**config.mk**
```make
export PLATFORM = sky130hd
export DESIGN_NAME = fst_regs
export DESIGN_NICKNAME = d
export VERILOG_FILES = /design/src/fst_pkg.sv /design/src/fst_regs.sv /design/src/fst_sync.sv
export SDC_FILE = /design/constraint.sdc
export NUM_CORES = 1
export LEC_CHECK = 0
export BUFFER_PORTS_ARGS = -buffer_cell sky130_fd_sc_hd__buf_2
export CAP_MARGIN = 20
export CELL_PAD_IN_SITES_DETAIL_PLACEMENT = 2
export CELL_PAD_IN_SITES_GLOBAL_PLACEMENT = 2
export CORE_MARGIN = 2
export CORE_UTILIZATION = 40
export CTS_CLUSTER_DIAMETER = 120
export DETAILED_ROUTE_END_ITERATION = 8
export HOLD_SLACK_MARGIN = 0.15
export PLACE_DENSITY = 0.92
export SYNTH_ARGS = -nofsm -noshare
export SYNTH_HDL_FRONTEND = slang
export SYNTH_SLANG_ARGS = --single-unit
```
**constraint.sdc**
```tcl
create_clock -name sys_clk_in -period 10.42 [get_ports sys_clk_in]
set_input_delay 0.521 -clock sys_clk_in [delete_from_list [all_inputs] [get_ports sys_clk_in]]
set_output_delay 0.521 -clock sys_clk_in [all_outputs]
set_load 0.01 [all_outputs]
```
**src/fst_pkg.sv**
```systemverilog
`default_nettype none
package fst_pkg;
    localparam int          ADDR_W          = 4;
    localparam logic [3:0]  ADDR_STATUS     = 4'h5;
    localparam logic [3:0]  ADDR_ZERO_TRIM  = 4'h8;
    localparam logic [3:0]  ADDR_SPAN_TRIM  = 4'h9;
    localparam logic [15:0] ZERO_TRIM_RST   = 16'h8000;
    localparam logic [15:0] SPAN_TRIM_RST   = 16'hFFFF;
    localparam logic [17:0] ZERO_TRIM_MID   = 18'h08000;
    localparam logic [15:0] CODE_MAX        = 16'hFFFF;
    localparam int          BIT_ABOVE       = 13;
    localparam int          BIT_BELOW       = 12;
    localparam int          BIT_HOT         = 11;
    localparam int          BIT_WARM        = 10;
    localparam int          BIT_LOW         = 9;
    localparam int          BIT_SAG         = 8;
    localparam int          MON_W           = 8;
    localparam int          SYNC_W          = 8;
endpackage
`default_nettype wire

```
**src/fst_regs.sv**
```systemverilog
`timescale 1ns/1ps
`default_nettype none
// Contract
// - Current-below flag tracks current under target; drives alarm.
// - Hot-die flag sets over upper, clears under release; alarms.
// - Warm-die flag sets above warning, clears below release; no alarm.
// - Supply-low flag follows sense under lower threshold; alarms.
// - Supply-sag flag follows sense below higher threshold; no alarm.
// - Status low byte carries the 8-bit monitor result.
// - Supply monitor code equals volts times 256/2.5.
// - Temperature degrees equal 125 minus 1.771 times (code - 128).
// - Zero-point trim is 16-bit read/write, reset 32768.
// - Offset correction equals zero-point trim minus 32768 LSBs.
// - Span trim is 16-bit read/write, reset 65535.
// - Full-scale reduced by 65535 minus span trim LSBs.
// - Code scaled by span over 2^16, then offset added.
// - Negative offset never takes output below zero scale; clamp.
// - Status register is read-only; writes ignored.
module fst_regs (
    input  wire logic                          sys_clk_in,
    input  wire logic                          nrst_in,
    input  wire logic [fst_pkg::ADDR_W-1:0]    reg_addr_in,
    input  wire logic                          reg_wr_in,
    input  wire logic                          reg_rd_in,
    input  wire logic [15:0]                   reg_wdata_in,
    output var  logic [15:0]                   reg_rdata_out,
    output var  logic                          reg_rvalid_out,
    input  wire logic                          current_below_in,
    input  wire logic                          current_above_in,
    input  wire logic                          temp_above_hot_in,
    input  wire logic                          temp_below_hot_rel_in,
    input  wire logic                          temp_above_warm_in,
    input  wire logic                          temp_below_warm_rel_in,
    input  wire logic                          supply_below_low_in,
    input  wire logic                          supply_below_sag_in,
    input  wire logic [fst_pkg::MON_W-1:0]     monitor_code_in,
    input  wire logic                          monitor_valid_in,
    input  wire logic [15:0]                   dac_code_in,
    output var  logic [15:0]                   corrected_code_out,
    output var  logic                          alarm_out
);
    logic [fst_pkg::SYNC_W-1:0] cmp_sync;
    logic                       current_below_flag;
    logic                       current_above_flag;
    logic                       hot_flag;
    logic                       warm_flag;
    logic                       supply_low_flag;
    logic                       supply_sag_flag;
    logic [fst_pkg::MON_W-1:0]  monitor_code;
    logic [15:0]                zero_point_trim;
    logic [15:0]                span_trim;
    logic [15:0]                status_word;
    logic [31:0]                product;
    logic [17:0]                next_sum;
    logic [15:0]                next_code;
    logic [2:0]                 reg_sel;

    // Address decode shared by the write and read ports
    function automatic logic [2:0] reg_select(
        input logic [fst_pkg::ADDR_W-1:0] addr
    );
        logic [2:0] sel;
        case (addr)
            fst_pkg::ADDR_STATUS: begin
                sel = 3'h1;
            end
            fst_pkg::ADDR_ZERO_TRIM: begin
                sel = 3'h2;
            end
            fst_pkg::ADDR_SPAN_TRIM: begin
                sel = 3'h4;
            end
            default: begin
                sel = 3'h0;
            end
        endcase
        return sel;
    endfunction

    assign reg_sel = reg_select(reg_addr_in);

    // Comparator inputs through a two-stage synchroniser
    fst_sync #(
        .W (fst_pkg::SYNC_W)
    ) fst_sync_i (
        .sys_clk_in (sys_clk_in),
        .nrst_in    (nrst_in),
        .d_in       ({current_below_in, current_above_in,
                      temp_above_hot_in, temp_below_hot_rel_in,
                      temp_above_warm_in, temp_below_warm_rel_in,
                      supply_below_low_in, supply_below_sag_in}),
        .q_out      (cmp_sync)
    );

    // Level flags follow the synchronised conditions
    always_ff @(posedge sys_clk_in or negedge nrst_in) begin
        if (!nrst_in) begin
            current_below_flag <= 1'b0;
            current_above_flag <= 1'b0;
            supply_low_flag    <= 1'b0;
            supply_sag_flag    <= 1'b0;
        end else begin
            current_below_flag <= cmp_sync[7];
            current_above_flag <= cmp_sync[6];
            supply_low_flag    <= cmp_sync[1];
            supply_sag_flag    <= cmp_sync[0];
        end
    end

    // Temperature flags with hysteresis
    always_ff @(posedge sys_clk_in or negedge nrst_in) begin
        if (!nrst_in) begin
            hot_flag  <= 1'b0;
            warm_flag <= 1'b0;
        end else begin
            if (cmp_sync[5]) begin
                hot_flag <= 1'b1;
            end else if (cmp_sync[4]) begin
                hot_flag <= 1'b0;
            end
            if (cmp_sync[3]) begin
                warm_flag <= 1'b1;
            end else if (cmp_sync[2]) begin
                warm_flag <= 1'b0;
            end
        end
    end

    // Monitor result, captured unchanged while monitor_valid_in is high
    always_ff @(posedge sys_clk_in or negedge nrst_in) begin
        if (!nrst_in) begin
            monitor_code <= '0;
        end else if (monitor_valid_in) begin
            monitor_code <= monitor_code_in;
        end
    end

    // Alarm pin: warm and sag flags excluded
    always_ff @(posedge sys_clk_in or negedge nrst_in) begin
        if (!nrst_in) begin
            alarm_out <= 1'b0;
        end else begin
            alarm_out <= current_below_flag
                       | current_above_flag
                       | hot_flag
                       | supply_low_flag;
        end
    end

    // Trim registers; status address takes no write
    always_ff @(posedge sys_clk_in or negedge nrst_in) begin
        if (!nrst_in) begin
            zero_point_trim <= fst_pkg::ZERO_TRIM_RST;
            span_trim       <= fst_pkg::SPAN_TRIM_RST;
        end else if (reg_wr_in) begin
            case (reg_sel)
                3'h2: begin
                    zero_point_trim <= reg_wdata_in;
                end
                3'h4: begin
                    span_trim <= reg_wdata_in;
                end
                default: begin
                end
            endcase
        end
    end

    always_comb begin
        status_word = '0;
        status_word[fst_pkg::BIT_ABOVE] = current_above_flag;
        status_word[fst_pkg::BIT_BELOW] = current_below_flag;
        status_word[fst_pkg::BIT_HOT]   = hot_flag;
        status_word[fst_pkg::BIT_WARM]  = warm_flag;
        status_word[fst_pkg::BIT_LOW]   = supply_low_flag;
        status_word[fst_pkg::BIT_SAG]   = supply_sag_flag;
        status_word[fst_pkg::MON_W-1:0] = monitor_code;
    end

    // Read port: one-cycle registered answer, unmapped reads zero
    always_ff @(posedge sys_clk_in or negedge nrst_in) begin
        if (!nrst_in) begin
            reg_rdata_out  <= '0;
            reg_rvalid_out <= 1'b0;
        end else begin
            reg_rvalid_out <= reg_rd_in;
            if (reg_rd_in) begin
                case (reg_sel)
                    3'h1: begin
                        reg_rdata_out <= status_word;
                    end
                    3'h2: begin
                        reg_rdata_out <= zero_point_trim;
                    end
                    3'h4: begin
                        reg_rdata_out <= span_trim;
                    end
                    default: begin
                        reg_rdata_out <= '0;
                    end
                endcase
            end
        end
    end

    // Gain then offset correction, clamped to the code range
    always_comb begin
        product  = 32'(dac_code_in) * 32'(span_trim);
        next_sum = {2'b00, product[31:16]} + {2'b00, zero_point_trim}
                 - fst_pkg::ZERO_TRIM_MID;
        if (next_sum[17]) begin
            next_code = '0;
        end else if (next_sum[16]) begin
            next_code = fst_pkg::CODE_MAX;
        end else begin
            next_code = next_sum[15:0];
        end
    end

    always_ff @(posedge sys_clk_in or negedge nrst_in) begin
        if (!nrst_in) begin
            corrected_code_out <= '0;
        end else begin
            corrected_code_out <= next_code;
        end
    end
endmodule
`default_nettype wire

```
**src/fst_sync.sv**
```systemverilog
`timescale 1ns/1ps
`default_nettype none
module fst_sync #(
    parameter int W = 1
) (
    input  wire logic         sys_clk_in,
    input  wire logic         nrst_in,
    input  wire logic [W-1:0] d_in,
    output var  logic [W-1:0] q_out
);
    logic [W-1:0] meta;

    always_ff @(posedge sys_clk_in or negedge nrst_in) begin
        if (!nrst_in) begin
            meta  <= '0;
            q_out <= '0;
        end else begin
            meta  <= d_in;
            q_out <= meta;
        end
    end
endmodule
`default_nettype wire

```
# After elaboration in Yosys (flattened, before gate mapping)
# Index checks and enable logic that the tools add are counted.
dict set report totals {
  in_bits 57
  output_inout_bits 34
  word_cells 39
  reg_bits 96
}
dict set report op_classes {
  eq_ne 6
  mul 1
  add_sub_neg 2
  bitwise 3
  reduce_logical 4
  muxes 8
}
# cell n
set ops {}
lappend ops {{$pmux W16 S3} 1}
lappend ops {{$mul A16 B16 Y32} 1}
lappend ops {{$mux W16} 2}
lappend ops {{$sub A17 B16 Y18 const B} 1}
lappend ops {{$add A16 B16 Y17} 1}
lappend ops {{$pmux W3 S3} 1}
lappend ops {{$eq A4 B4 Y1 const B} 2}
lappend ops {{$eq A4 B3 Y1 const B} 1}
lappend ops {{$mux W1} 4}
lappend ops {{$reduce_and A2 Y1} 2}
lappend ops {{$reduce_bool A2 Y1} 2}
lappend ops {{$eq A3 B1 Y1 const B} 1}
lappend ops {{$eq A3 B2 Y1 const B} 1}
lappend ops {{$eq A3 B3 Y1 const B} 1}
lappend ops {{$or A1 B1 Y1} 3}

# Depth between registers and ports, before layout
dict set report logic_depth {
  depth_word 5
  mapped_depth 33
  ltp_nobuf 30
}

# By module
# Synthesis repeated with hierarchy kept, for this count alone.
dict set report unflattened {
  hier_cells 1310
  hier_area_um2 12734.7
}
# module cells_each seq_area_each_um2 area_each_um2 instances
set by_module_without_submodules {}
lappend by_module_without_submodules {fst_regs 1294 2023.2 12334.3 1}
lappend by_module_without_submodules {fst_sync 16 400.4 400.4 1}

# Worst setup path before layout
# Ideal clock, no wire load.
dict set report synth_path {
  path_type {register to register}
  start {register span_trim[7]}
  end {register corrected_code_out[10]}
  setup_slack_ns 2.680
  required_time_ns 10.296
  setup_ns 0.124
  n_path_buf 3
  synth_period_minus_slack_ns 7.740
  arrival_ns 7.617
  path_stages_with_launch 33
  cell_sequence {dfstp_2 clkbuf_1 clkbuf_1 nand2_1 fa_1 inv_1 fa_1 inv_1 fa_1 inv_1 fa_1 fa_1 inv_1 fa_1 inv_1 ha_1 a21oi_1 o21ai_0 a221oi_1 o21ai_0 a21oi_1 o21ai_0 xor2_1 ha_1 ha_1 nand2_1 nand2_1 o2111ai_2 o21ai_0 a21o_1 o41ai_4 buf_6 a21oi_1}
}
dict set report synth_between {
  elab_chain_cells 5
}
# item line_no
set synth_lines {}
lappend synth_lines {{from (decl)} fst_regs.sv:51} ;# logic [15:0] span_trim;
lappend synth_lines {{from (signal assigned)} fst_regs.sv:154} ;# span_trim <= fst_pkg::SPAN_TRIM_RST;
lappend synth_lines {{from (signal assigned)} fst_regs.sv:161} ;# span_trim <= reg_wdata_in;
lappend synth_lines {{$mul A16 B16 Y32 (*)} fst_regs.sv:208} ;# product = 32'(dac_code_in) * 32'(span_trim);
lappend synth_lines {{$add A16 B16 Y17 (*)} fst_regs.sv:209} ;# next_sum = {2'b00, product[31:16]} + {2'b00, zero_point_trim}
lappend synth_lines {{$sub A17 B16 Y18 (*)} fst_regs.sv:210} ;# - fst_pkg::ZERO_TRIM_MID;
lappend synth_lines {{$mux W16} fst_regs.sv:213} ;# end else if (next_sum[16]) begin
lappend synth_lines {{$mux W16 (*)} fst_regs.sv:211} ;# if (next_sum[17]) begin
lappend synth_lines {{via next_code[10]} fst_regs.sv:55} ;# logic [15:0] next_code;
lappend synth_lines {{to (signal assigned)} fst_regs.sv:224} ;# corrected_code_out <= next_code;
lappend synth_lines {{to (decl)} fst_regs.sv:39} ;# output var logic [15:0] corrected_code_out,
# The timed path passes the listed nets; every way through them passes the cells marked *.
# A chain may end at the register's enable or synchronous reset.

# Worst setup path in the final report
dict set report layout_path {
  start {register span_trim[3]}
  end {register corrected_code_out[10]}
}
# Same word-level chain as after synthesis.

==> results.txt <==
* Number of distinct library cells after synthesis: 66
- After clock tree synthesis, the flow added hold-fix buffers numbering 1.
- In this run the biggest area consumer among cell types represents 30.0% of the synthesized area.
- The biggest area contributor in the post-synthesis netlist is sky130_fd_sc_hd__fa_1.
* H-tree depth reported by CTS: 3
- Row generation in the floorplan step produced 65 rows.
- Width of the die: 184 um
- Total clock sinks: 96
- Fill cells in the final layout number 3383.
- The max-slew violation count is 0.
- In the post-synthesis netlist, the biggest area contributors are sky130_fd_sc_hd__fa_1, sky130_fd_sc_hd__dfrtp_1, sky130_fd_sc_hd__ha_1.
- Yosys instantiated no cell more often than sky130_fd_sc_hd__inv_1.
- The sequential cells in the finished layout cover a total of 2420 um^2.
- In the final layout, the multi-input gates occupy 9290 um^2.
* Cell depth of the worst hold path: 1
* Antenna-violating nets left: 0
- Dividing the detail-routed via count by the number of cells gives 5.78.
- Run status: complete, no violations
* Post-synthesis register bit count: 96
* Endpoint of the most critical register-to-register path: corrected_code_out[10]
- Summing the areas of all and, or, nand and nor instances in the mapped netlist gives 14.2% of the synthesized area.
- Summing the areas of all xor and xnor instances in the mapped netlist gives 1.69% of the synthesized area.
- The first global-routing pass estimated 76400 um of wire.
- After the first detailed-routing iteration, the DRC count stood at 611.
- Sequential share of the synthesized area: 18.7%
- Adding up every negative setup slack in the final design gives 0 ns.
- Fraction of final layout cells with drive strength greater than 1: 12.7%
* RD Place Congestion: 0.918
- Launching point of the worst reg2reg path: span_trim[3]
* Clock slew at reported path FFs: 0.08 ns
- The worst hold path belongs to the class input port to flop.
- Die area: 33800 um^2
- Unrepaired setup endpoints after global routing: false
* Post-CTS setup repair buffer count: 0
* Adder-cell share of the synthesized area: 42.8%
- Skew final: 0.0113 ns
* Critical path required time: 10.59 ns
- Type of origin of the critical path: flop
- Clock buffers created by TritonCTS: 9
- Data on the critical path arrives at its endpoint at 9.53 ns.
* Depth of the most critical reg-to-reg path: 27
* Start-to-end type of the worst setup path: flop to flop
- Layout Area Growth over Synthesis: 8.56%
* Max_cap viols: 0
* Largest family of logic cells by synthesized area: adder cells
- Kind of end point of the critical path: flop
- The count of buffers added on input and output ports is 90.
- Maximum fanout along the worst path: 18
- The worst path needs 9.36 ns of the cycle, external delays included.
* Number of global-route vias before repair: 12900
* Reg2reg setup slack: 1.06 ns
- In this run the most critical hold path is launched from temp_below_warm_rel_in.
* Endpoints failing hold: 0
- The final critical path takes up 89.8% of the cycle.
- For this run, the number of Yosys warnings is 0.
- Sorting the synthesized cells by how often they occur yields sky130_fd_sc_hd__inv_1, sky130_fd_sc_hd__fa_1, sky130_fd_sc_hd__nand2_1.
- DRC viols: 0
- Pin count of the biggest net entering global routing: 61
* Count of instances resized after the clock tree is built: 0
- When the netlist entered floorplanning its net count stood at 1739.
- Counting every instance in the synthesized netlist gives 1356.
- Clk Latency, worst-skew pair: 0.36 ns
- Count of boundary I/O pins: 91
* Area inside the core boundary: 31700 um^2
- The portion of synthesized area spent on multiplexers is 3.56%.
- End of the worst hold path: fst_sync_i.meta[2]
- Half-perimeter wire length after detailed placement: 38100 um
- Total of endpoints with negative setup slack in the final report: 0
- Timing would allow up to 107 MHz.
* Buffer levels on the longest clock path: 2
- Summed over all layers, the global routing overflow is 0.
* Number of placed instances, taps included: 1795
- In this run, synthesis inferred 0 flip-flops with an integrated enable.
- For this configuration, the core starts out at a cell density of 40.8%.
- Post-Synthesis Cell Area: 12900 um^2
* Primary flip-flop cell chosen by synthesis mapping: sky130_fd_sc_hd__dfrtp_1
* Via total after detailed routing: 10500
- Total routing usage reported by global routing: 30.3%
- Die H: 184 um
- Average wire length per cell after detail routing: 27.7 um
- DRT Pass-1 Iters: 5
- In the synthesized netlist the async set-or-reset flop fraction comes to 100%.
- TritonCTS built the clock tree.
* Buffer cell driving the clock tree root: sky130_fd_sc_hd__clkbuf_16
* NumNets Final: 1789
- Post-Syn Area per Cell: 9.54 um^2
* Remaining max-slew budget at the tightest pin: 39.1%
- Transition time at the pin with the least slew margin: 0.911 ns
- Final Routed Wirelength: 50400 um
- Final standard cell count with taps included and fillers excluded: 1816
* Antenna violations before repair: 3
- The synthesized netlist devotes 9.59% of its cell area to compound gates.
## per-layer routing
metal,up-vias,track usage (%),wire [um]
li1,4395,-,-
met2,381,55.8,26500
met3,159,4.50,2260
met4,0,14.9,2550
met1,5565,34.1,19000
met5,-,0,0
## layout by cell type, fill, tap and decap left out, types with 40 or more instances in the layout
cell type / n
sky130_fd_sc_hd__inv_1: 266
sky130_fd_sc_hd__and2_1: 119
sky130_fd_sc_hd__fa_1: 194
sky130_fd_sc_hd__ha_1: 132
sky130_fd_sc_hd__nand2_1: 163
sky130_fd_sc_hd__buf_2: 89
sky130_fd_sc_hd__dfrtp_1: 79
sky130_fd_sc_hd__mux2_2: 40
sky130_fd_sc_hd__a21oi_1: 72
## kinds of logic after synthesis
family | after synthesis
buffers and inverters | 322
AND/OR/NAND/NOR | 362
XOR/XNOR | 25
flip-flops | 96
multiplexers | 41
adder cells (fa/ha/maj) | 326
AO/OA/AOI/OAI | 184
## layout make-up
class                   count  share of cell area [%]
diodes                      3                  0.0535
clock inverters             7                   0.695
inverters                 266                    7.11
clock buffers               9                    1.60
flip-flops and latches     96                    17.3
well taps                 402                    3.58
repair buffers             95                    3.54
multi-input cells         938                    66.1
## how the worst max path moves through the flow
stage / slack [ns] / start / cells after the start / to
3_3_place_gp: 1.92 / dac_code_in[10] / 28 / corrected_code_out[2]
6_report: 1.06 / span_trim[3] / 27 / corrected_code_out[10]
5_1_grt: 0.80 / span_trim[1] / 27 / corrected_code_out[10]
4_1_cts: 1.36 / span_trim[7] / 28 / corrected_code_out[10]
2_1_floorplan: 2.68 / span_trim[7] / 32 / corrected_code_out[10]
3_5_place_dp: 1.41 / dac_code_in[13] / 27 / corrected_code_out[14]
## registers in the layout, indices dropped and copies added, names as in the netlist
register            cells
supply_low_flag         1
fst_sync_i.q_out        8
fst_sync_i.meta         8
reg_rvalid_out          1
supply_sag_flag         1
current_above_flag      1
span_trim              16
warm_flag               1
corrected_code_out     16
monitor_code            8
hot_flag                1
alarm_out               1
zero_point_trim        16
current_below_flag      1
reg_rdata_out          16
## per-stage QoR
step / util (%) / setup slack (ns) / hold WS (ns) / instance area (um^2)
global route: 44.2 / 0.803 / 0.257 / 14000
global placement: 43.1 / 1.92 / 0.331 / 13700
detailed placement: 43.1 / 1.41 / 0.338 / 13700
CTS: 44.2 / 1.36 / 0.258 / 14000
finish: 44.3 / 1.06 / 0.270 / 14000
floorplan: - / 2.68 / 0.225 / 12900
## critical path, cell delays in order, from the launching register on
cell and delay (ns):
sky130_fd_sc_hd__dfstp_2 0.94, sky130_fd_sc_hd__nand2_1 0.15, sky130_fd_sc_hd__fa_1 0.50, sky130_fd_sc_hd__fa_1 0.54, sky130_fd_sc_hd__fa_1 0.52, sky130_fd_sc_hd__inv_1 0.06, sky130_fd_sc_hd__fa_1 0.50, sky130_fd_sc_hd__fa_1 0.51
sky130_fd_sc_hd__inv_1 0.05, sky130_fd_sc_hd__fa_1 0.48, sky130_fd_sc_hd__inv_1 0.06, sky130_fd_sc_hd__ha_1 0.33, sky130_fd_sc_hd__a21oi_1 0.29, sky130_fd_sc_hd__o211ai_1 0.14, sky130_fd_sc_hd__nor2_1 0.21, sky130_fd_sc_hd__a211oi_2 0.14
sky130_fd_sc_hd__o41ai_1 0.75, sky130_fd_sc_hd__and2_1 0.32, sky130_fd_sc_hd__xnor2_1 0.17, sky130_fd_sc_hd__ha_1 0.27, sky130_fd_sc_hd__ha_1 0.39, sky130_fd_sc_hd__a21oi_1 0.27, sky130_fd_sc_hd__nor2_1 0.09, sky130_fd_sc_hd__nor3_1 0.13
sky130_fd_sc_hd__o21ai_0 0.16, sky130_fd_sc_hd__a21o_1 0.25, sky130_fd_sc_hd__o41ai_4 0.70, sky130_fd_sc_hd__a21oi_1 0.23
Power is not shown: default switching activity piles up to over one toggle a cycle in this logic, so the estimate is an artifact.
